[src/rtl/rx_pkg.sv]
// constants, field layout and carrier types of the serial receive path
// assumes an apb master on pclk and a 100 MHz system clock
// Functional notes
// - only the first stop bit is checked; stop-count selection never affects frame error.
// - overrun when buffer holds two, a frame waits in shift register, start detected.
// - overrun pending clears when the next frame completes; that frame's entry carries the flag.
// - parity error reads zero whenever parity checking is disabled.
// - upper parity-mode bit enables checking; lower bit picks odd or even parity.
// - parity result is stored in the buffer entry with data and stop status.
// - parity flag shows oldest unread character, valid until the data register read.
// - clearing enable stops reception at once and releases the receive pin.
// - disabling the receiver empties the buffer with all stored status.
// - line sampled at sixteen times baud, or eight times in double speed.
// - first low sample is one; samples 8-10 or 4-6 validate the start.
// - two or more high validation samples reject the start as noise.
// - bit phase resynchronises on every valid start bit.
// - sixteen or eight sample states per bit, sample numbered by state.
// - each bit is a majority of three centre samples, up to first stop.
// - stop bit voting zero sets frame error for that frame.
// - normal mode accepts a new edge right after last stop vote; double later.
// - first vote sample is 8 normal, 4 double; middle is 9 or 5.
// - error flags travel with their frame and advance on data register read.
package rx_pkg;

	// register byte offsets
	localparam logic [7:0] OFS_DATA = 8'h00;
	localparam logic [7:0] OFS_STATUS = 8'h04;
	localparam logic [7:0] OFS_CTRL = 8'h08;
	localparam logic [7:0] OFS_FORMAT = 8'h0c;
	localparam logic [7:0] OFS_BAUD = 8'h10;

	// field positions
	localparam int STAT_U2X = 0;
	localparam int STAT_UPE = 2;
	localparam int STAT_DOR = 3;
	localparam int STAT_FE = 4;
	localparam int STAT_RXC = 7;
	localparam int CTRL_RECEIVER_ENABLE_BIT = 0;
	localparam int FMT_CSZ = 0;
	localparam int FMT_SBS = 2;
	localparam int FMT_PM = 4;

	// reset values
	localparam logic RST_RECEIVER_ENABLE_BIT = 1'b0;
	localparam logic RST_U2X = 1'b0;
	localparam logic [1:0] RST_CSZ = 2'h3;
	localparam logic RST_SBS = 1'b0;
	localparam logic [1:0] RST_PM = 2'h0;
	localparam logic [11:0] RST_BAUD = 12'h000;

	// sampling counts, minimum data bits and baud divisor width
	localparam logic [4:0] SAMP_NORMAL = 5'h10;
	localparam logic [4:0] SAMP_DOUBLE = 5'h08;
	localparam logic [4:0] SF_NORMAL = 5'h08;
	localparam logic [4:0] SF_DOUBLE = 5'h04;
	localparam logic [3:0] MIN_DATA_BITS = 4'h5;
	localparam int BAUD_W = 12;

	typedef enum logic [3:0] {
		ST_IDLE = 4'b0001,
		ST_START = 4'b0010,
		ST_FRAME = 4'b0100,
		ST_TAIL = 4'b1000
	} rx_state_t;

	typedef struct packed {
		logic [7:0] data;
		logic fe;
		logic overrun_flag;
		logic parity_error_flag;
	} rx_entry_t;

	typedef struct packed {
		logic enable;
		logic double_speed;
		logic [1:0] char_size;
		logic stop_sel;
		logic [1:0] parity_mode;
		logic [BAUD_W-1:0] baud;
	} rx_cfg_t;

endpackage

[src/rtl/rx_pin_sync.sv]
// three-stage synchroniser for the receive pin
// assumes the pin is asynchronous to pclk and idles high
`timescale 1ns/1ns
`default_nettype none
module rx_pin_sync (
	// clock and reset
	input wire logic pclk,
	input wire logic presetn,
	// pin and filtered level
	input wire logic pin,
	output logic level
);
	logic s1_q, s2_q, s3_q, lvl_q;
	logic lvl_d;

	// stage one feeds only stage two; a change counts once two and three agree
	always_comb begin
		lvl_d = lvl_q;
		if (s2_q == s3_q) begin
			lvl_d = s2_q;
		end
	end

	always_ff @(posedge pclk or negedge presetn) begin
		if (!presetn) begin
			s1_q <= 1'b1;
			s2_q <= 1'b1;
			s3_q <= 1'b1;
			lvl_q <= 1'b1;
		end else begin
			s1_q <= pin;
			s2_q <= s1_q;
			s3_q <= s2_q;
			lvl_q <= lvl_d;
		end
	end

	assign level = lvl_q;
endmodule // rx_pin_sync
`default_nettype wire

[src/rtl/rx_tick_gen.sv]
// oversampling tick: one pclk-wide pulse every divisor+1 cycles
// assumes the divisor is static while the receiver runs
`timescale 1ns/1ns
`default_nettype none
module rx_tick_gen #(
	parameter int W = 12
) (
	// clock and reset
	input wire logic pclk,
	input wire logic presetn,
	// control
	input wire logic run,
	input wire logic [W-1:0] divisor,
	// tick out
	output logic tick
);
	logic [W-1:0] cnt_q, cnt_d;
	logic tick_q, tick_d;

	always_comb begin
		cnt_d = cnt_q;
		tick_d = 1'b0;
		if (!run) begin
			cnt_d = '0;
		end else if (cnt_q == '0) begin
			cnt_d = divisor;
			tick_d = 1'b1;
		end else begin
			cnt_d = cnt_q - 1'b1;
		end
	end

	always_ff @(posedge pclk or negedge presetn) begin
		if (!presetn) begin
			cnt_q <= '0;
			tick_q <= 1'b0;
		end else begin
			cnt_q <= cnt_d;
			tick_q <= tick_d;
		end
	end

	assign tick = tick_q;
endmodule // rx_tick_gen
`default_nettype wire

[src/rtl/serial_rx.sv]
// serial receive path: start detection, oversampled data recovery,
// two-entry receive buffer with per-frame error flags, apb register slave
// assumes a remote transmitter on the receive pin and one apb master
`timescale 1ns/1ns
`default_nettype none
module serial_rx #(
	parameter int AW = 8
) (
	// clock and reset
	input wire logic pclk,
	input wire logic presetn,
	// apb slave
	input wire logic psel,
	input wire logic penable,
	input wire logic pwrite,
	input wire logic [AW-1:0] paddr,
	input wire logic [31:0] pwdata,
	output logic [31:0] prdata,
	output logic pready,
	output logic pslverr,
	// serial pin
	input wire logic serial_receive_pin,
	output logic pin_owned
);
	rx_pkg::rx_cfg_t cfg_q, cfg_d;
	rx_pkg::rx_state_t st_q, st_d;
	logic [4:0] samp_q, samp_d;
	logic [1:0] votes_q, votes_d;
	logic [3:0] bit_q, bit_d;
	logic [7:0] shift_q, shift_d;
	logic pbit_q, pbit_d;
	logic prev_q, prev_d;
	rx_pkg::rx_entry_t mem_q [2];
	rx_pkg::rx_entry_t mem_d [2];
	rx_pkg::rx_entry_t hold_q, hold_d;
	logic hold_v_q, hold_v_d;
	logic [1:0] cnt_q, cnt_d;
	logic rdp_q, rdp_d;
	logic dor_pend_q, dor_pend_d;
	logic [31:0] prdata_q, prdata_d;
	logic pready_q, pready_d;
	logic pslverr_q, pslverr_d;
	logic pop_arm_q, pop_arm_d;
	logic own_q;

	logic rx_s, tick;
	logic [4:0] spb, sf, cur;
	logic [3:0] nb;
	logic pen, maj3;
	logic frame_done, new_start;
	rx_pkg::rx_entry_t frame_entry, head;
	logic access, done, pop, receive_complete_flag;
	logic [1:0] cnt_ap;
	logic rdp_ap, wr_idx;
	logic [AW-1:0] a_data, a_stat, a_ctrl, a_fmt, a_baud;
	logic hit;
	logic [31:0] rmux;

	rx_pin_sync u_sync (
		.pclk(pclk),
		.presetn(presetn),
		.pin(serial_receive_pin),
		.level(rx_s)
	);

	rx_tick_gen #(.W(rx_pkg::BAUD_W)) u_tick (
		.pclk(pclk),
		.presetn(presetn),
		.run(cfg_q.enable),
		.divisor(cfg_q.baud),
		.tick(tick)
	);

	// ---- data recovery ----
	always_comb begin
		spb = cfg_q.double_speed ? rx_pkg::SAMP_DOUBLE : rx_pkg::SAMP_NORMAL;
		sf = cfg_q.double_speed ? rx_pkg::SF_DOUBLE : rx_pkg::SF_NORMAL;
		cur = (samp_q >= spb) ? 5'h01 : samp_q + 5'h01;
		nb = rx_pkg::MIN_DATA_BITS + {2'h0, cfg_q.char_size};
		pen = cfg_q.parity_mode[1];
		maj3 = (votes_q[1] & votes_q[0]) | (votes_q[1] & rx_s) | (votes_q[0] & rx_s);
		st_d = st_q;
		samp_d = samp_q;
		votes_d = votes_q;
		bit_d = bit_q;
		shift_d = shift_q;
		pbit_d = pbit_q;
		prev_d = prev_q;
		frame_done = 1'b0;
		new_start = 1'b0;
		frame_entry = '0;
		frame_entry.data = shift_q;
		frame_entry.fe = ~maj3;
		frame_entry.parity_error_flag = pen & (^shift_q ^ pbit_q ^ cfg_q.parity_mode[0]);
		frame_entry.overrun_flag = dor_pend_q;
		if (!cfg_q.enable) begin
			// frame in progress is simply dropped
			st_d = rx_pkg::ST_IDLE;
			prev_d = 1'b1;
			samp_d = '0;
		end else if (tick) begin
			samp_d = cur;
			if (cur == sf || cur == sf + 5'h01) begin
				votes_d = {votes_q[0], rx_s};
			end
			case (st_q)
				rx_pkg::ST_IDLE: begin
					prev_d = rx_s;
					if (prev_q && !rx_s) begin
						st_d = rx_pkg::ST_START;
						samp_d = 5'h01;
						new_start = 1'b1;
					end
				end
				rx_pkg::ST_START: begin
					if (cur == sf + 5'h02) begin
						if (maj3) begin
							// noise spike: hunt for the next falling edge
							st_d = rx_pkg::ST_IDLE;
							prev_d = rx_s;
						end else begin
							st_d = rx_pkg::ST_FRAME;
							bit_d = '0;
							shift_d = '0;
							pbit_d = 1'b0;
						end
					end
				end
				rx_pkg::ST_FRAME: begin
					if (cur == sf + 5'h02) begin
						if (bit_q < nb) begin
							shift_d[bit_q[2:0]] = maj3;
							bit_d = bit_q + 4'h1;
						end else if (pen && bit_q == nb) begin
							pbit_d = maj3;
							bit_d = bit_q + 4'h1;
						end else begin
							// first stop bit ends the frame; later stop bits are just idle line
							frame_done = 1'b1;
							prev_d = maj3;
							st_d = cfg_q.double_speed ? rx_pkg::ST_TAIL : rx_pkg::ST_IDLE;
						end
					end
				end
				rx_pkg::ST_TAIL: begin
					// double speed holds off one sample before a new edge is accepted
					st_d = rx_pkg::ST_IDLE;
				end
				default: begin
					st_d = rx_pkg::ST_IDLE;
				end
			endcase
		end
	end

	always_ff @(posedge pclk or negedge presetn) begin
		if (!presetn) begin
			st_q <= rx_pkg::ST_IDLE;
			samp_q <= '0;
			votes_q <= '0;
			bit_q <= '0;
			shift_q <= '0;
			pbit_q <= 1'b0;
			prev_q <= 1'b1;
		end else begin
			st_q <= st_d;
			samp_q <= samp_d;
			votes_q <= votes_d;
			bit_q <= bit_d;
			shift_q <= shift_d;
			pbit_q <= pbit_d;
			prev_q <= prev_d;
		end
	end

	// ---- apb decode ----
	always_comb begin
		a_data = AW'(rx_pkg::OFS_DATA);
		a_stat = AW'(rx_pkg::OFS_STATUS);
		a_ctrl = AW'(rx_pkg::OFS_CTRL);
		a_fmt = AW'(rx_pkg::OFS_FORMAT);
		a_baud = AW'(rx_pkg::OFS_BAUD);
		hit = (paddr == a_data) || (paddr == a_stat) || (paddr == a_ctrl) ||
			(paddr == a_fmt) || (paddr == a_baud);
		access = psel & penable;
		done = access & pready_q;
		// pop only what the captured read data showed; a frame landing in the wait state stays unread
		pop = done & ~pwrite & (paddr == a_data) & pop_arm_q & (cnt_q != 2'h0);
	end

	// ---- receive buffer ----
	always_comb begin
		head = mem_q[rdp_q];
		receive_complete_flag = (cnt_q != 2'h0);
		rdp_ap = rdp_q ^ pop;
		cnt_ap = cnt_q - {1'b0, pop};
		wr_idx = rdp_ap ^ cnt_ap[0];
		mem_d = mem_q;
		hold_d = hold_q;
		hold_v_d = hold_v_q;
		dor_pend_d = dor_pend_q;
		cnt_d = cnt_ap;
		rdp_d = rdp_ap;
		if (!cfg_q.enable) begin
			cnt_d = '0;
			rdp_d = 1'b0;
			hold_v_d = 1'b0;
			dor_pend_d = 1'b0;
		end else begin
			if (hold_v_q && cnt_ap != 2'h2) begin
				mem_d[wr_idx] = hold_q;
				cnt_d = cnt_ap + 2'h1;
				hold_v_d = 1'b0;
			end
			if (new_start && hold_v_q && cnt_ap == 2'h2) begin
				// the waiting character is overwritten by the new frame
				hold_v_d = 1'b0;
				dor_pend_d = 1'b1;
			end
			if (frame_done) begin
				hold_d = frame_entry;
				hold_v_d = 1'b1;
				dor_pend_d = 1'b0;
			end
		end
	end

	always_ff @(posedge pclk or negedge presetn) begin
		if (!presetn) begin
			mem_q[0] <= '0;
			mem_q[1] <= '0;
			hold_q <= '0;
			hold_v_q <= 1'b0;
			cnt_q <= '0;
			rdp_q <= 1'b0;
			dor_pend_q <= 1'b0;
		end else begin
			mem_q <= mem_d;
			hold_q <= hold_d;
			hold_v_q <= hold_v_d;
			cnt_q <= cnt_d;
			rdp_q <= rdp_d;
			dor_pend_q <= dor_pend_d;
		end
	end

	// ---- registers and read path ----
	always_comb begin
		rmux = '0;
		if (paddr == a_data) begin
			rmux[7:0] = receive_complete_flag ? head.data : 8'h00;
		end else if (paddr == a_stat) begin
			rmux[rx_pkg::STAT_U2X] = cfg_q.double_speed;
			rmux[rx_pkg::STAT_UPE] = receive_complete_flag & head.parity_error_flag & cfg_q.parity_mode[1];
			rmux[rx_pkg::STAT_DOR] = receive_complete_flag & head.overrun_flag;
			rmux[rx_pkg::STAT_FE] = receive_complete_flag & head.fe;
			rmux[rx_pkg::STAT_RXC] = receive_complete_flag;
		end else if (paddr == a_ctrl) begin
			rmux[rx_pkg::CTRL_RECEIVER_ENABLE_BIT] = cfg_q.enable;
		end else if (paddr == a_fmt) begin
			rmux[rx_pkg::FMT_CSZ +: 2] = cfg_q.char_size;
			rmux[rx_pkg::FMT_SBS] = cfg_q.stop_sel;
			rmux[rx_pkg::FMT_PM +: 2] = cfg_q.parity_mode;
		end else if (paddr == a_baud) begin
			rmux[rx_pkg::BAUD_W-1:0] = cfg_q.baud;
		end
		// one wait state so that read data comes from a flop
		pready_d = access & ~pready_q;
		prdata_d = prdata_q;
		// error stands only beside pready, so it never seems to belong to the next transfer
		pslverr_d = 1'b0;
		pop_arm_d = pop_arm_q;
		if (access && !pready_q) begin
			prdata_d = pwrite ? 32'h0000_0000 : rmux;
			pslverr_d = ~hit;
			pop_arm_d = receive_complete_flag;
		end
		cfg_d = cfg_q;
		if (done && pwrite) begin
			if (paddr == a_stat) begin
				// flag positions are read-only; writing them has no effect
				cfg_d.double_speed = pwdata[rx_pkg::STAT_U2X];
			end else if (paddr == a_ctrl) begin
				cfg_d.enable = pwdata[rx_pkg::CTRL_RECEIVER_ENABLE_BIT];
			end else if (paddr == a_fmt) begin
				cfg_d.char_size = pwdata[rx_pkg::FMT_CSZ +: 2];
				cfg_d.stop_sel = pwdata[rx_pkg::FMT_SBS];
				cfg_d.parity_mode = pwdata[rx_pkg::FMT_PM +: 2];
			end else if (paddr == a_baud) begin
				cfg_d.baud = pwdata[rx_pkg::BAUD_W-1:0];
			end
		end
	end

	always_ff @(posedge pclk or negedge presetn) begin
		if (!presetn) begin
			cfg_q.enable <= rx_pkg::RST_RECEIVER_ENABLE_BIT;
			cfg_q.double_speed <= rx_pkg::RST_U2X;
			cfg_q.char_size <= rx_pkg::RST_CSZ;
			cfg_q.stop_sel <= rx_pkg::RST_SBS;
			cfg_q.parity_mode <= rx_pkg::RST_PM;
			cfg_q.baud <= rx_pkg::RST_BAUD;
			prdata_q <= '0;
			pready_q <= 1'b0;
			pslverr_q <= 1'b0;
			pop_arm_q <= 1'b0;
			own_q <= 1'b0;
		end else begin
			cfg_q <= cfg_d;
			prdata_q <= prdata_d;
			pready_q <= pready_d;
			pslverr_q <= pslverr_d;
			pop_arm_q <= pop_arm_d;
			own_q <= cfg_d.enable;
		end
	end

	assign prdata = prdata_q;
	assign pready = pready_q;
	assign pslverr = pslverr_q;
	assign pin_owned = own_q;
endmodule // serial_rx
`default_nettype wire

[config.mk]
export PLATFORM = sky130hd
export DESIGN_NAME = serial_rx
export DESIGN_NICKNAME = d
export VERILOG_FILES = /design/src/rtl/rx_pkg.sv /design/src/rtl/rx_pin_sync.sv /design/src/rtl/rx_tick_gen.sv /design/src/rtl/serial_rx.sv
export SDC_FILE = /design/constraint.sdc
export NUM_CORES = 1
export LEC_CHECK = 0
export BUFFER_PORTS_ARGS = -buffer_cell sky130_fd_sc_hd__buf_2
export CAP_MARGIN = 20
export CORE_AREA = 10 10 112 114
export CTS_CLUSTER_DIAMETER = 50
export DETAILED_ROUTE_END_ITERATION = 8
export DIE_AREA = 0 0 122 124
export PLACE_DENSITY_LB_ADDON = 0.12
export SLEW_MARGIN = 20
export SYNTH_ARGS = -nofsm -noshare
export SYNTH_HDL_FRONTEND = slang
export SYNTH_SLANG_ARGS = --single-unit
[constraint.sdc]
create_clock -name pclk -period 4.2 [get_ports pclk]
set_input_delay 0.21 -clock pclk [delete_from_list [all_inputs] [get_ports pclk]]
set_output_delay 0.21 -clock pclk [all_outputs]
set_load 0.005 [all_outputs]
==> results of run 1 <==
## cell usage after synthesis (3+ instances only)
master and n:
xor2_1 7, clkbuf_1 18, nor2b_1 6, dfstp_2 8, nand3_1 16, xnor2_1 15
o21ai_0 43, or3_1 3, nor4b_1 5, mux2i_1 15, dfrtp_1 106, and3_1 6
ha_1 13, o31ai_1 5, nand2_1 38, nor4_1 3, a22o_1 8, nand2b_1 5
a211oi_1 6, buf_4 21, mux2_2 53, or4_4 3, inv_1 21, o22ai_1 4
a31oi_1 7, a21oi_1 16, nor3_1 16, nor2_1 36, and2_1 3
## cell type report
class                   count  area share (%)
flip-flops and latches    114            41.8
multi-input cells         391            40.1
clock buffers              23            6.82
repair buffers             60            5.67
well taps                 136            2.49
clock inverters             9            1.88
inverters                  22            1.21
## critical path, delay by kind of cell (launching register included)
family / cells / cell delay (ns)
simple gates: 6 / 2.01
fa+ha+maj: 2 / 0.64
mux: 1 / 0.40
flops: 1 / 0.37
## metal layers
| metal | GRT usage (%) | part of all wire [%] | vias up |
|---|---|---|---|
| met2 | 29.8 | 48 | 107 |
| met5 | 0 | 0 | - |
| met1 | 21.8 | 45 | 2108 |
| li1 | - | - | 2055 |
| met4 | 8.27 | 2.1 | 0 |
| met3 | 4.62 | 5.7 | 19 |
## per-stage QoR
stage	worst slack, ns	hold slack (ns)	std cells	power, mW	area (um^2)
2_1_floorplan	1.10	-0.0856	568	1.49	5920
3_3_place_gp	0.675	0.317	709	1.56	6110
3_5_place_dp	0.628	0.316	709	1.58	6110
4_1_cts	0.667	0.0740	755	3.02	6840
5_1_grt	0.419	0.122	755	3.13	6850
6_report	0.656	0.105	755	3.00	6850
## kinds of logic after synthesis
kind of cell               Yosys count
xor gates and xnor gates            22
DFF                                114
and+or+nand+nor                    157
buffers and inverters               63
other                                1
adders and majority gates           15
muxes                               68
AOI/OAI and AO/OA                  109
## timing repair
action | CTS | global route
hold endpoints to repair | 87 | 0
hold buffers | 14 | 0
setup buffers | 0 | 0
## report_power, final
group / total (mW) / switching [mW] / internal, mW / leakage (nW)
clock network: 1.42 / 0.477 / 0.947 / 0.288
registers: 1.24 / 0.0695 / 1.17 / 1.51
logic: 0.334 / 0.184 / 0.150 / 1.44
total: 3.00 / 0.731 / 2.27 / 3.24
## final timing paths
check                                 startpoint                          to  slack, ns  cells past startpoint
max reg2reg                   cnt_q[0]$_DFF_PN0_        mem_q[2]$_DFFE_PN0P_       0.66                      9
max                           cnt_q[0]$_DFF_PN0_        mem_q[2]$_DFFE_PN0P_       0.66                      9
max in group asynchronous                presetn       cfg_q[16]$_DFFE_PN1P_       2.72                      3
min                                       pwrite       prdata[2]$_DFFE_PN0P_       0.10                      4
min in group asynchronous                presetn  u_tick.cnt_q[10]$_DFF_PN0_       0.38                      2
min reg2reg                u_sync.s1_q$_DFF_PN1_       u_sync.s2_q$_DFF_PN1_       0.36                      0
## registers in the layout, summed over array words and instances (netlist names), 2 cells and up
signal / cells
st_q: 4
cfg_q: 18
mem_q: 22
votes_q: 2
shift_q: 8
u_tick.cnt_q: 12
bit_q: 4
samp_q: 5
hold_q: 11
prdata: 12
cnt_q: 2
## placed cells by master (no fill, tap or decap), types with 4 or more instances in the layout
cell and n:
a211oi_1 6, a21oi_1 16, a22o_1 8, a31oi_1 7, and3_1 6, buf_2 39
buf_4 7, clkbuf_16 16, clkbuf_8 4, conb_1 20, dfrtp_1 106, dfstp_2 8
dlygate4sd3_1 14, ha_1 13, inv_1 21, mux2_2 53, mux2i_1 15, nand2_1 38
nand2b_1 5, nand3_1 16, nor2_1 35, nor2b_1 6, nor3_1 16, nor4b_1 5
o21ai_0 43, o22ai_1 4, o31ai_1 5, xnor2_1 15, xor2_1 7
==> out/qor.txt, run 1 <==
TIMING
--------------------------------------------------------------------------------------------------------
Max Transition Viols Final ................................................................            0
Tightest Pin Transition ...................................................................     0.925 ns
Setup_tns .................................................................................         0 ns
Clk_skew ..................................................................................    0.0130 ns
Final Critical Period .....................................................................      3.54 ns
Worst-case headroom to the max-slew limit .................................................        38.3%
Final setup violating endpoints ...........................................................            0
Final hold vios ...........................................................................            0
Portion of the clock cycle consumed by the worst path in the final layout .................        84.4%
RSZ-0062 raised after global routing ......................................................           no
Maximum clock frequency ...................................................................      282 MHz

CRITICAL PATH
--------------------------------------------------------------------------------------------------------
CP max FO .................................................................................           11
Critical path capture point type ..........................................................     register
Crit-path cells ........................................................................... nor2_1 -> nor2_1 -> nand3_1 -> nor4bb_1 -> ha_1 -> ha_1 -> nor2b_1 -> and3_1 -> mux2_2
Crit path launch type .....................................................................     register
Startpoint-to-endpoint class of the critical path .........................................   reg -> reg
CP Data Arrival Time ......................................................................      3.93 ns
Library cell contributing the largest single delay on the critical path ...................     nor4bb_1
Worst EP required .........................................................................      4.59 ns
Slowest cell delay on critical path .......................................................      0.64 ns

FLOORPLANNING
--------------------------------------------------------------------------------------------------------
Area of the die ...........................................................................  0.0151 mm^2
Core box area .............................................................................  0.0102 mm^2
Number of core rows .......................................................................           37
Die Y .....................................................................................       124 um
Die outline width .........................................................................       122 um
Effective utilization at floorplan ........................................................        57.2%
Ports .....................................................................................           81

ROUTING
--------------------------------------------------------------------------------------------------------
Detailed-route via count ..................................................................         4289
Detailed-route wire length ................................................................     13000 um
Antenna Violating Nets Remaining ..........................................................            0
First DRT Iteration DRCs ..................................................................          309
Initial DRT Pass Iterations ...............................................................            4
Via/cell ratio ............................................................................         5.68
# DRC .....................................................................................            0
Wire length per cell after detailed routing ...............................................      17.2 um

SYNTH
--------------------------------------------------------------------------------------------------------
Number of flops mapped to enable cells by yosys ...........................................            0
Top FF cell, synth ........................................................................      dfrtp_1
Area share of fa/ha/maj cells after synthesis .............................................        3.12%
Top area cells in the synthesized netlist ................................................. dfrtp_1 (45%), mux2_2 (10%), o21ai_0 (3.7%)
Cell area after synthesis ................................................................. 0.00585 mm^2
Largest family of logic cells by synthesized area ......................................... simple AND/OR/NAND/NOR gates
Simple logic cell fraction of the synthesized area ........................................        14.2%
Synth unique cells ........................................................................           64
Ys Warns ..................................................................................            0
Compound-cell area share of the yosys netlist .............................................        12.2%
Async SR Flop Fraction ....................................................................         100%
Xor and xnor fraction of the mapped netlist area ..........................................        3.29%
Number of standard cells after synthesis ..................................................          549
Mean instance size in the synthesized netlist .............................................    10.7 um^2
Mux contribution to synthesized area ......................................................        12.8%
Total of flip-flops plus latches after synthesis ..........................................          114
Sequential share of the synthesized area ..................................................        48.9%
Top-area cell type share of the netlist area ..............................................        45.3%
Cell accounting for the most synthesized area .............................................      dfrtp_1

MIN PATH
--------------------------------------------------------------------------------------------------------
Min-delay worst type ......................................................................    in -> reg

CELLS AND AREA
--------------------------------------------------------------------------------------------------------
Number of fill cells ......................................................................          792
Final design utilization ..................................................................        66.9%
Layout cell share with drive strength beyond 1 ............................................        24.4%
Area taken by multi-input logic gates ..................................................... 0.00275 mm^2
Area overhead of the layout relative to synthesis .........................................        17.0%
Register area ............................................................................. 0.00286 mm^2
Fin nets ..................................................................................          665
Antenna cells .............................................................................            0

GRT
--------------------------------------------------------------------------------------------------------
Global-route wire length before repair ....................................................     21800 um
Via count of the first global-routing pass ................................................         4459
Number of antenna violations at the first check in global routing .........................            0
Largest net degree at the start of global routing .........................................           75
Total global routing track utilization ....................................................        18.0%
Residual overflow from global routing .....................................................            0

CTS
--------------------------------------------------------------------------------------------------------
Clk root buf ..............................................................................     clkbuf_8
Clock network latency to the later pin of the worst-skew pair .............................      0.51 ns
Clock buffer depth ........................................................................            2
Post-CTS clock slew at the launch and capture registers of the worst setup and hold paths .      0.05 ns
Clock Sink Count ..........................................................................          114
H-tree levels .............................................................................            4
Cts repair resizes ........................................................................            0
Clock tree from TritonCTS .................................................................         done
Number of clock buffers inserted by TritonCTS .............................................           17

RUN STATUS
--------------------------------------------------------------------------------------------------------
Outcome ................................................................................... complete, no violations

PWR
--------------------------------------------------------------------------------------------------------
Leak ......................................................................................      3.24 nW
Worst vdd rail ir drop ....................................................................       225 uV
Areal power density over the cells ........................................................  438 mW/mm^2

FLOW RUN
--------------------------------------------------------------------------------------------------------
MaxCap Viol Count .........................................................................            0

PLACEMENT
--------------------------------------------------------------------------------------------------------
Quantity of I/O buffers inserted on ports .................................................           40
Final HPWL from detailed placement ........................................................      9100 um
Routability cong. .........................................................................        0.858

Note: power is estimated with default switching activity, not from simulation.
==> inputs of run 2 (changes only) <==
- clock period: 4.2 -> 3.3 ns (I/O delays scaled with it)
==> run 2 against run 1 <==
  * Final cell count is 1.3% higher
  * Global-route usage is 0.38 points lower
  * Highest routed layer unchanged
  * Critical path type unchanged
  * Clock power is 13% higher
  * Hold slack worse by 0.046 ns
  * Clock skew is 0.0054 ns lower
  * Sequential power is 27% higher
  * Count of clock-buffer cells in the layout is 5 higher
==> out/qor.txt, run 2 (synthesis gave the netlist of run 1 again) <==
ROUTING
--------------------------------------------------------------------------------------------------------
Detailed-route via count ..................................................................         4307
Wire length per cell after detailed routing ...............................................      16.9 um
# DRC .....................................................................................            0
Antenna Violating Nets Remaining ..........................................................            0
Detailed-route wire length ................................................................     13000 um
First DRT Iteration DRCs ..................................................................          267
Initial DRT Pass Iterations ...............................................................            4
Via/cell ratio ............................................................................         5.63

CELLS AND AREA
--------------------------------------------------------------------------------------------------------
Final design utilization ..................................................................        67.2%
Commonest non-fill, non-tap cell in the layout ............................................      dfrtp_1
Layout cell share with drive strength beyond 1 ............................................        25.3%
Area overhead of the layout relative to synthesis .........................................        17.4%
Number of flip-flops under the largest register name ......................................           22
Largest registers ......................................................................... mem_q x22, cfg_q x18
Antenna cells .............................................................................            0
Fin nets ..................................................................................          675
Top library cells by usage in the layout, fill and taps aside ............................. dfrtp_1 (106), mux2_2 (53), o21ai_0 (43)
Register with the highest flop count ......................................................        mem_q

CTS
--------------------------------------------------------------------------------------------------------
Clock tree from TritonCTS .................................................................         done
Number of clock buffers inserted by TritonCTS .............................................           17
Post-CTS setup repair buffer count ........................................................            0
Clock network latency to the later pin of the worst-skew pair .............................      0.53 ns
H-tree levels .............................................................................            4
Clock buffer depth ........................................................................            2
Clock Sink Count ..........................................................................          114
Clk root buf ..............................................................................     clkbuf_8
Post-CTS clock slew at the launch and capture registers of the worst setup and hold paths .      0.05 ns

CRITICAL PATH
--------------------------------------------------------------------------------------------------------
CP max FO .................................................................................           11
Worst setup endpoint ...................................................................... mem_q[19]$_DFFE_PN0P_
Depth of the most critical reg-to-reg path ................................................           12
Slowest cell delay on critical path .......................................................      0.39 ns
FF-to-FF Start ............................................................................ cnt_q[0]$_DFF_PN0_
Crit-path cells ........................................................................... nor2_1 -> nor2_1 -> nand3_1 -> nor4bb_2 -> buf_4 -> ha_1 -> ha_1 -> nor2b_2 -> nand2_1 -> nor2_1 -> buf_4 -> mux2_2
Capture point of the worst reg-to-reg path ................................................ mem_q[19]$_DFFE_PN0P_
Startpoint-to-endpoint class of the critical path .........................................   reg -> reg
Crit path launch type .....................................................................     register
Critical path capture point type ..........................................................     register
CP Data Arrival Time ......................................................................      3.39 ns
Worst R2R Setup Slack .....................................................................      0.31 ns
Crit path top cell by count ...............................................................       nor2_1
Delay-heaviest family, CP ................................................................. simple AND/OR/NAND/NOR gates
Worst EP required .........................................................................      3.70 ns
Library cell contributing the largest single delay on the critical path ...................     nor4bb_2
Total buffers and inverters traversed by the critical path ................................            2
Total stage count of the critical path ....................................................           12
Launching element of the worst setup path ................................................. cnt_q[0]$_DFF_PN0_

FLOORPLANNING
--------------------------------------------------------------------------------------------------------
Ports .....................................................................................           81
Core box area .............................................................................  0.0102 mm^2
Die outline width .........................................................................       122 um
Effective utilization at floorplan ........................................................        57.2%
Number of core rows .......................................................................           37
Die Y .....................................................................................       124 um
Area of the die ...........................................................................  0.0151 mm^2

TIMING
--------------------------------------------------------------------------------------------------------
Final setup violating endpoints ...........................................................            0
Tightest Pin Transition ...................................................................     0.806 ns
Portion of the clock cycle consumed by the worst path in the final layout .................        90.6%
RSZ-0062 raised after global routing ......................................................           no
Maximum clock frequency ...................................................................      334 MHz
Final Worst Setup Slack ...................................................................     0.310 ns
Max Transition Viols Final ................................................................            0
Clk_skew ..................................................................................   0.00765 ns
Final Critical Period .....................................................................      2.99 ns
Final hold vios ...........................................................................            0
Setup_tns .................................................................................         0 ns
Hold slack ................................................................................    0.0587 ns
Worst-case headroom to the max-slew limit .................................................        45.9%

RUN STATUS
--------------------------------------------------------------------------------------------------------
Outcome ................................................................................... complete, no violations

GRT
--------------------------------------------------------------------------------------------------------
Number of antenna violations at the first check in global routing .........................            0
Via count of the first global-routing pass ................................................         4243
Total global routing track utilization ....................................................        17.6%
Global-route wire length before repair ....................................................     21300 um
Largest net degree at the start of global routing .........................................           66
Residual overflow from global routing .....................................................            0

PLACEMENT
--------------------------------------------------------------------------------------------------------
Routability cong. .........................................................................        0.863
Quantity of I/O buffers inserted on ports .................................................           40
Final HPWL from detailed placement ........................................................      9180 um
Worst slack after detailed placement ......................................................     0.264 ns

MIN PATH
--------------------------------------------------------------------------------------------------------
Min-delay worst type ......................................................................    in -> reg

PWR
--------------------------------------------------------------------------------------------------------
Overall power of the completed layout .....................................................      3.62 mW
Worst vdd rail ir drop ....................................................................       371 uV
Areal power density over the cells ........................................................  526 mW/mm^2
Leak ......................................................................................      3.27 nW

FLOW RUN
--------------------------------------------------------------------------------------------------------
MaxCap Viol Count .........................................................................            0

run 2: cell count changes in the layout (fill, tap and decap cells not counted), moves of 2 or more:
cell and delta:
buf_4 +9, clkbuf_8 +2, clkbuf_1 +3, bufinv_16 -3
run 2: cell type report:
type | instances | area, um^2
Inverter | 22 | 82.6
Tap cell | 136 | 170
Clock inverter | 4 | 22.5
Clock buffer | 28 | 505
Multi-Input combinational cell | 391 | 2750
Timing Repair Buffer | 70 | 475
Sequential cell | 114 | 2860
Fill cell | 778 | 3360
run 2: power by group:
part           internal, mW  switching, mW
registers              1.49         0.0896
logic                 0.194          0.233
clock network          1.02          0.589
total                  2.70          0.912
run 2: layer usage:
| metal | vias up | track usage [%] | part of all wire [%] |
|---|---|---|---|
| met4 | 0 | 7.23 | 2.0 |
| li1 | 2075 | - | - |
| met1 | 2104 | 22.5 | 46 |
| met5 | - | 0 | 0 |
| met3 | 23 | 5.79 | 6.2 |
| met2 | 105 | 27.2 | 46 |
run 2: worst reg2reg max path, delay by kind of cell (launching register included):
family / cells / cell delay [ns]
and+or+nand+nor: 7 / 1.24
adders and majority gates: 2 / 0.51
muxes: 1 / 0.36
DFF: 1 / 0.38
buffers and inverters: 2 / 0.40
run 2: metrics by stage:
| step | area (um^2) | cells |
|---|---|---|
| global placement | 6200 | 719 |
| detailed placement | 6200 | 719 |
| finish | 6870 | 765 |
| global route | 6870 | 765 |
| floorplan | 5920 | 568 |
| CTS | 6860 | 765 |
run 2: timing repair:
item | in CTS | in global routing
endpoints found under the hold margin | 83 | 0
gates resized for setup | 0 | 2
setup endpoints to repair | 0 | 11
hold buffers | 14 | 0
run 2: worst min-delay path by stage:
| stage | endpoint | slack, ns | cells after the start | start |
|---|---|---|---|---|
| global placement | u_sync.s1_q$_DFF_PN1_ | 0.27 | 1 | serial_receive_pin |
| detailed placement | u_sync.s1_q$_DFF_PN1_ | 0.27 | 1 | serial_receive_pin |
| floorplan | bit_q[0]$_DFFE_PN0P_ | -0.13 | 0 | presetn |
| CTS | prdata[3]$_DFFE_PN0P_ | 0.02 | 4 | pwrite |
| global route | prdata[3]$_DFFE_PN0P_ | 0.07 | 4 | pwrite |
| finish | prdata[2]$_DFFE_PN0P_ | 0.06 | 4 | pwrite |
==> inputs of run 3 (changes only) <==
- CORE_AREA: 10 10 112 114 -> 10 10 113 115
- DIE_AREA: 0 0 122 124 -> 0 0 123 125
- SYNTH_HIERARCHICAL: default -> 1
==> run 3 against run 2 <==
  * Clock skew about the same
  * Critical path type unchanged
  * Clock power increased by 5%
  * Utilization decreased by 1.7 points
  * Non-clock buffer count decreased by 6
  * Critical path depth decreased by 3
  * Largest power group unchanged
  * First-iteration DRC count decreased by 3.4%
  * Sequential share of layout area decreased by 0.41 points
  * Synthesized cell count decreased by 0.73%
==> out/qor.txt, run 3 <==
PWR
--------------------------------------------------------------------------------------------------------
Leak ......................................................................................      3.24 nW
Worst vdd rail ir drop ....................................................................       411 uV
Areal power density over the cells ........................................................  460 mW/mm^2

TIMING
--------------------------------------------------------------------------------------------------------
Hold slack ................................................................................    0.0524 ns
Setup_tns .................................................................................         0 ns
Final Critical Period .....................................................................      2.95 ns
Final setup violating endpoints ...........................................................            0
Clk_skew ..................................................................................   0.00750 ns
Tightest Pin Transition ...................................................................     0.835 ns
Portion of the clock cycle consumed by the worst path in the final layout .................        89.3%
Worst-case headroom to the max-slew limit .................................................        43.5%
Max Transition Viols Final ................................................................            0
Final hold vios ...........................................................................            0
Maximum clock frequency ...................................................................      340 MHz
RSZ-0062 raised after global routing ......................................................           no

SYNTH
--------------------------------------------------------------------------------------------------------
Top FF cell, synth ........................................................................      dfrtp_1
Number of standard cells after synthesis ..................................................          545
Cell accounting for the most synthesized area .............................................      dfrtp_1
Top cell types by occurrence after synthesis .............................................. dfrtp_1 (106), mux2_2 (56), nand2_1 (40)
Most frequently used cell type in the post-synthesis netlist ..............................      dfrtp_1
Sequential share of the synthesized area ..................................................        48.2%
Total of flip-flops plus latches after synthesis ..........................................          114
Async SR Flop Fraction ....................................................................         100%
Number of flops mapped to enable cells by yosys ...........................................            0
Cell area after synthesis ................................................................. 0.00594 mm^2
Top-area cell type share of the netlist area ..............................................        44.7%
Ys Warns ..................................................................................            6
Top area cells in the synthesized netlist ................................................. dfrtp_1 (45%), mux2_2 (11%), dfstp_2 (3.5%)
Mean instance size in the synthesized netlist .............................................    10.9 um^2
Synth unique cells ........................................................................           68

PLACEMENT
--------------------------------------------------------------------------------------------------------
Routability cong. .........................................................................        0.859
Final HPWL from detailed placement ........................................................      9540 um
Quantity of I/O buffers inserted on ports .................................................           40

CELLS AND AREA
--------------------------------------------------------------------------------------------------------
Top library cells by usage in the layout, fill and taps aside ............................. dfrtp_1 (106), mux2_2 (56), nand2_1 (40)
Number of flip-flops under the largest register name ......................................           22
Layout cell share with drive strength beyond 1 ............................................        25.0%
Register area ............................................................................. 0.00286 mm^2
Register with the highest flop count ......................................................        mem_q
Antenna cells .............................................................................            0
Fin nets ..................................................................................          669
Area overhead of the layout relative to synthesis .........................................        16.9%
Number of fill cells ......................................................................          830
Area taken by multi-input logic gates ..................................................... 0.00285 mm^2
Commonest non-fill, non-tap cell in the layout ............................................      dfrtp_1
Largest registers ......................................................................... mem_q x22, cfg_q x18

CTS
--------------------------------------------------------------------------------------------------------
H-tree levels .............................................................................            4
Post-CTS setup repair buffer count ........................................................            0
Clock Sink Count ..........................................................................          114
Post-CTS clock slew at the launch and capture registers of the worst setup and hold paths .      0.05 ns
Number of clock buffers inserted by TritonCTS .............................................           17
Clk root buf ..............................................................................     clkbuf_8
Clock buffer depth ........................................................................            2
Clock tree from TritonCTS .................................................................         done
Clock network latency to the later pin of the worst-skew pair .............................      0.53 ns

ROUTING
--------------------------------------------------------------------------------------------------------
Antenna Violating Nets Remaining ..........................................................            0
Detailed-route via count ..................................................................         4393
First DRT Iteration DRCs ..................................................................          258
Wire length per cell after detailed routing ...............................................      17.6 um
Via/cell ratio ............................................................................         5.77
Initial DRT Pass Iterations ...............................................................            5
# DRC .....................................................................................            0
Detailed-route wire length ................................................................     13400 um

FLOW RUN
--------------------------------------------------------------------------------------------------------
MaxCap Viol Count .........................................................................            0

CRITICAL PATH
--------------------------------------------------------------------------------------------------------
CP max FO .................................................................................           12
Capture point of the worst reg-to-reg path ................................................ hold_q[4]$_DFFE_PN0P_
Depth of the most critical reg-to-reg path ................................................            9
Launching element of the worst setup path ................................................. cfg_q[15]$_DFFE_PN1P_
Critical path capture point type ..........................................................     register
Worst R2R Setup Slack .....................................................................      0.35 ns
Startpoint-to-endpoint class of the critical path .........................................   reg -> reg
Worst setup endpoint ...................................................................... hold_q[4]$_DFFE_PN0P_
FF-to-FF Start ............................................................................ cfg_q[15]$_DFFE_PN1P_
Worst EP required .........................................................................      3.71 ns
Crit path launch type .....................................................................     register
CP Data Arrival Time ......................................................................      3.35 ns

FLOORPLANNING
--------------------------------------------------------------------------------------------------------
Area of the die ...........................................................................  0.0154 mm^2
Core box area .............................................................................  0.0106 mm^2
Die outline width .........................................................................       123 um
Ports .....................................................................................           81
Die Y .....................................................................................       125 um
Effective utilization at floorplan ........................................................        56.0%
Number of core rows .......................................................................           38

MIN PATH
--------------------------------------------------------------------------------------------------------
Hold path depth ...........................................................................            4
Min-delay worst type ......................................................................    in -> reg

GRT
--------------------------------------------------------------------------------------------------------
Number of antenna violations at the first check in global routing .........................            0
Global-route wire length before repair ....................................................     22700 um
Total global routing track utilization ....................................................        18.2%
Residual overflow from global routing .....................................................            0
Largest net degree at the start of global routing .........................................           63
Via count of the first global-routing pass ................................................         4512

RUN STATUS
--------------------------------------------------------------------------------------------------------
Outcome ................................................................................... complete, no violations

==> run 3: cell count changes in the layout (fill, tap and decap cells not counted), moves of 4 or more <==
cell      before  now
a31oi_1        7    3
a22o_1         8   12
nand3b_1       0    5
nand3_1       16   20
a21oi_1       16   12
a22oi_1        0    5
buf_4         16   10
o21ai_0       43   31
o21a_1         0    4
==> run 3: critical path, stage by stage, from the launching register on <==
cell and delay (ns):
dfstp_2 0.55, ha_1 0.18, inv_1 0.05, ha_1 0.28, o21ai_0 0.09, a21oi_1 0.22
o21ai_0 0.17, nor2_1 0.35, and3_1 0.54, mux2_2 0.40
==> run 3: how the worst min path moves through the flow <==
stage	startpoint	end	slack [ns]
2_1_floorplan	presetn	bit_q[0]$_DFFE_PN0P_	-0.13
3_3_place_gp	presetn	u_tick/cnt_q[10]$_DFF_PN0_	0.24
3_5_place_dp	presetn	u_tick/cnt_q[10]$_DFF_PN0_	0.25
4_1_cts	pwrite	prdata[9]$_DFFE_PN0P_	0.03
5_1_grt	pwrite	prdata[9]$_DFFE_PN0P_	0.05
6_report	pwrite	prdata[9]$_DFFE_PN0P_	0.05
==> run 3: metrics by stage <==
| step | area (um^2) | setup WS (ns) | power (mW) | cells | util (%) |
|---|---|---|---|---|---|
| final | 6940 | 0.355 | 3.19 | 761 | 65.5 |
| after global routing | 6940 | 0.0747 | 3.30 | 761 | 65.5 |
| after CTS | 6940 | 0.326 | 3.22 | 761 | 65.5 |
| after detailed placement | 6250 | 0.176 | 1.52 | 716 | 59.0 |
| after global placement | 6250 | 0.272 | 1.52 | 716 | 59.0 |
| after floorplan | 6010 | 0.154 | 1.48 | 564 | - |
==> run 3: final cells by class <==
cell class	instances	share of cell area (%)
Inverter	19	1.03
Clock inverter	5	0.721
Tap cell	140	2.52
Timing Repair Buffer	64	6.20
Sequential cell	114	41.2
Clock buffer	26	7.18
Multi-Input combinational cell	393	41.1
==> run 3: routing by layer <==
layer / wire [um] / GRT usage [%] / up-vias
li1: - / - / 2072
met1: 5900 / 23.2 / 2173
met2: 6340 / 28.6 / 127
met3: 941 / 5.22 / 21
met4: 214 / 7.27 / 0
met5: 0 / 0 / -
==> run 3: power by group <==
group / switching (mW) / leakage [nW] / internal [mW]
Clock: 0.598 / 0.275 / 1.09
Combinational: 0.0618 / 1.40 / 0.0333
Sequential: 0.00486 / 1.56 / 1.41
==> run 3: repair_timing <==
item | in CTS | in global routing
endpoints found under the hold margin | 64 | 0
hold buffers | 14 | 0
gates resized for setup | 0 | 0
==> run 3: cells by family after synthesis <==
kind of cell	share of synthesized area, %
simple gates	15.6
buf+inv	5.06
mux	13.0
flops	48.2
compound gates	11.7
other cells	0.0632
xor+xnor	3.10
fa+ha+maj	3.31
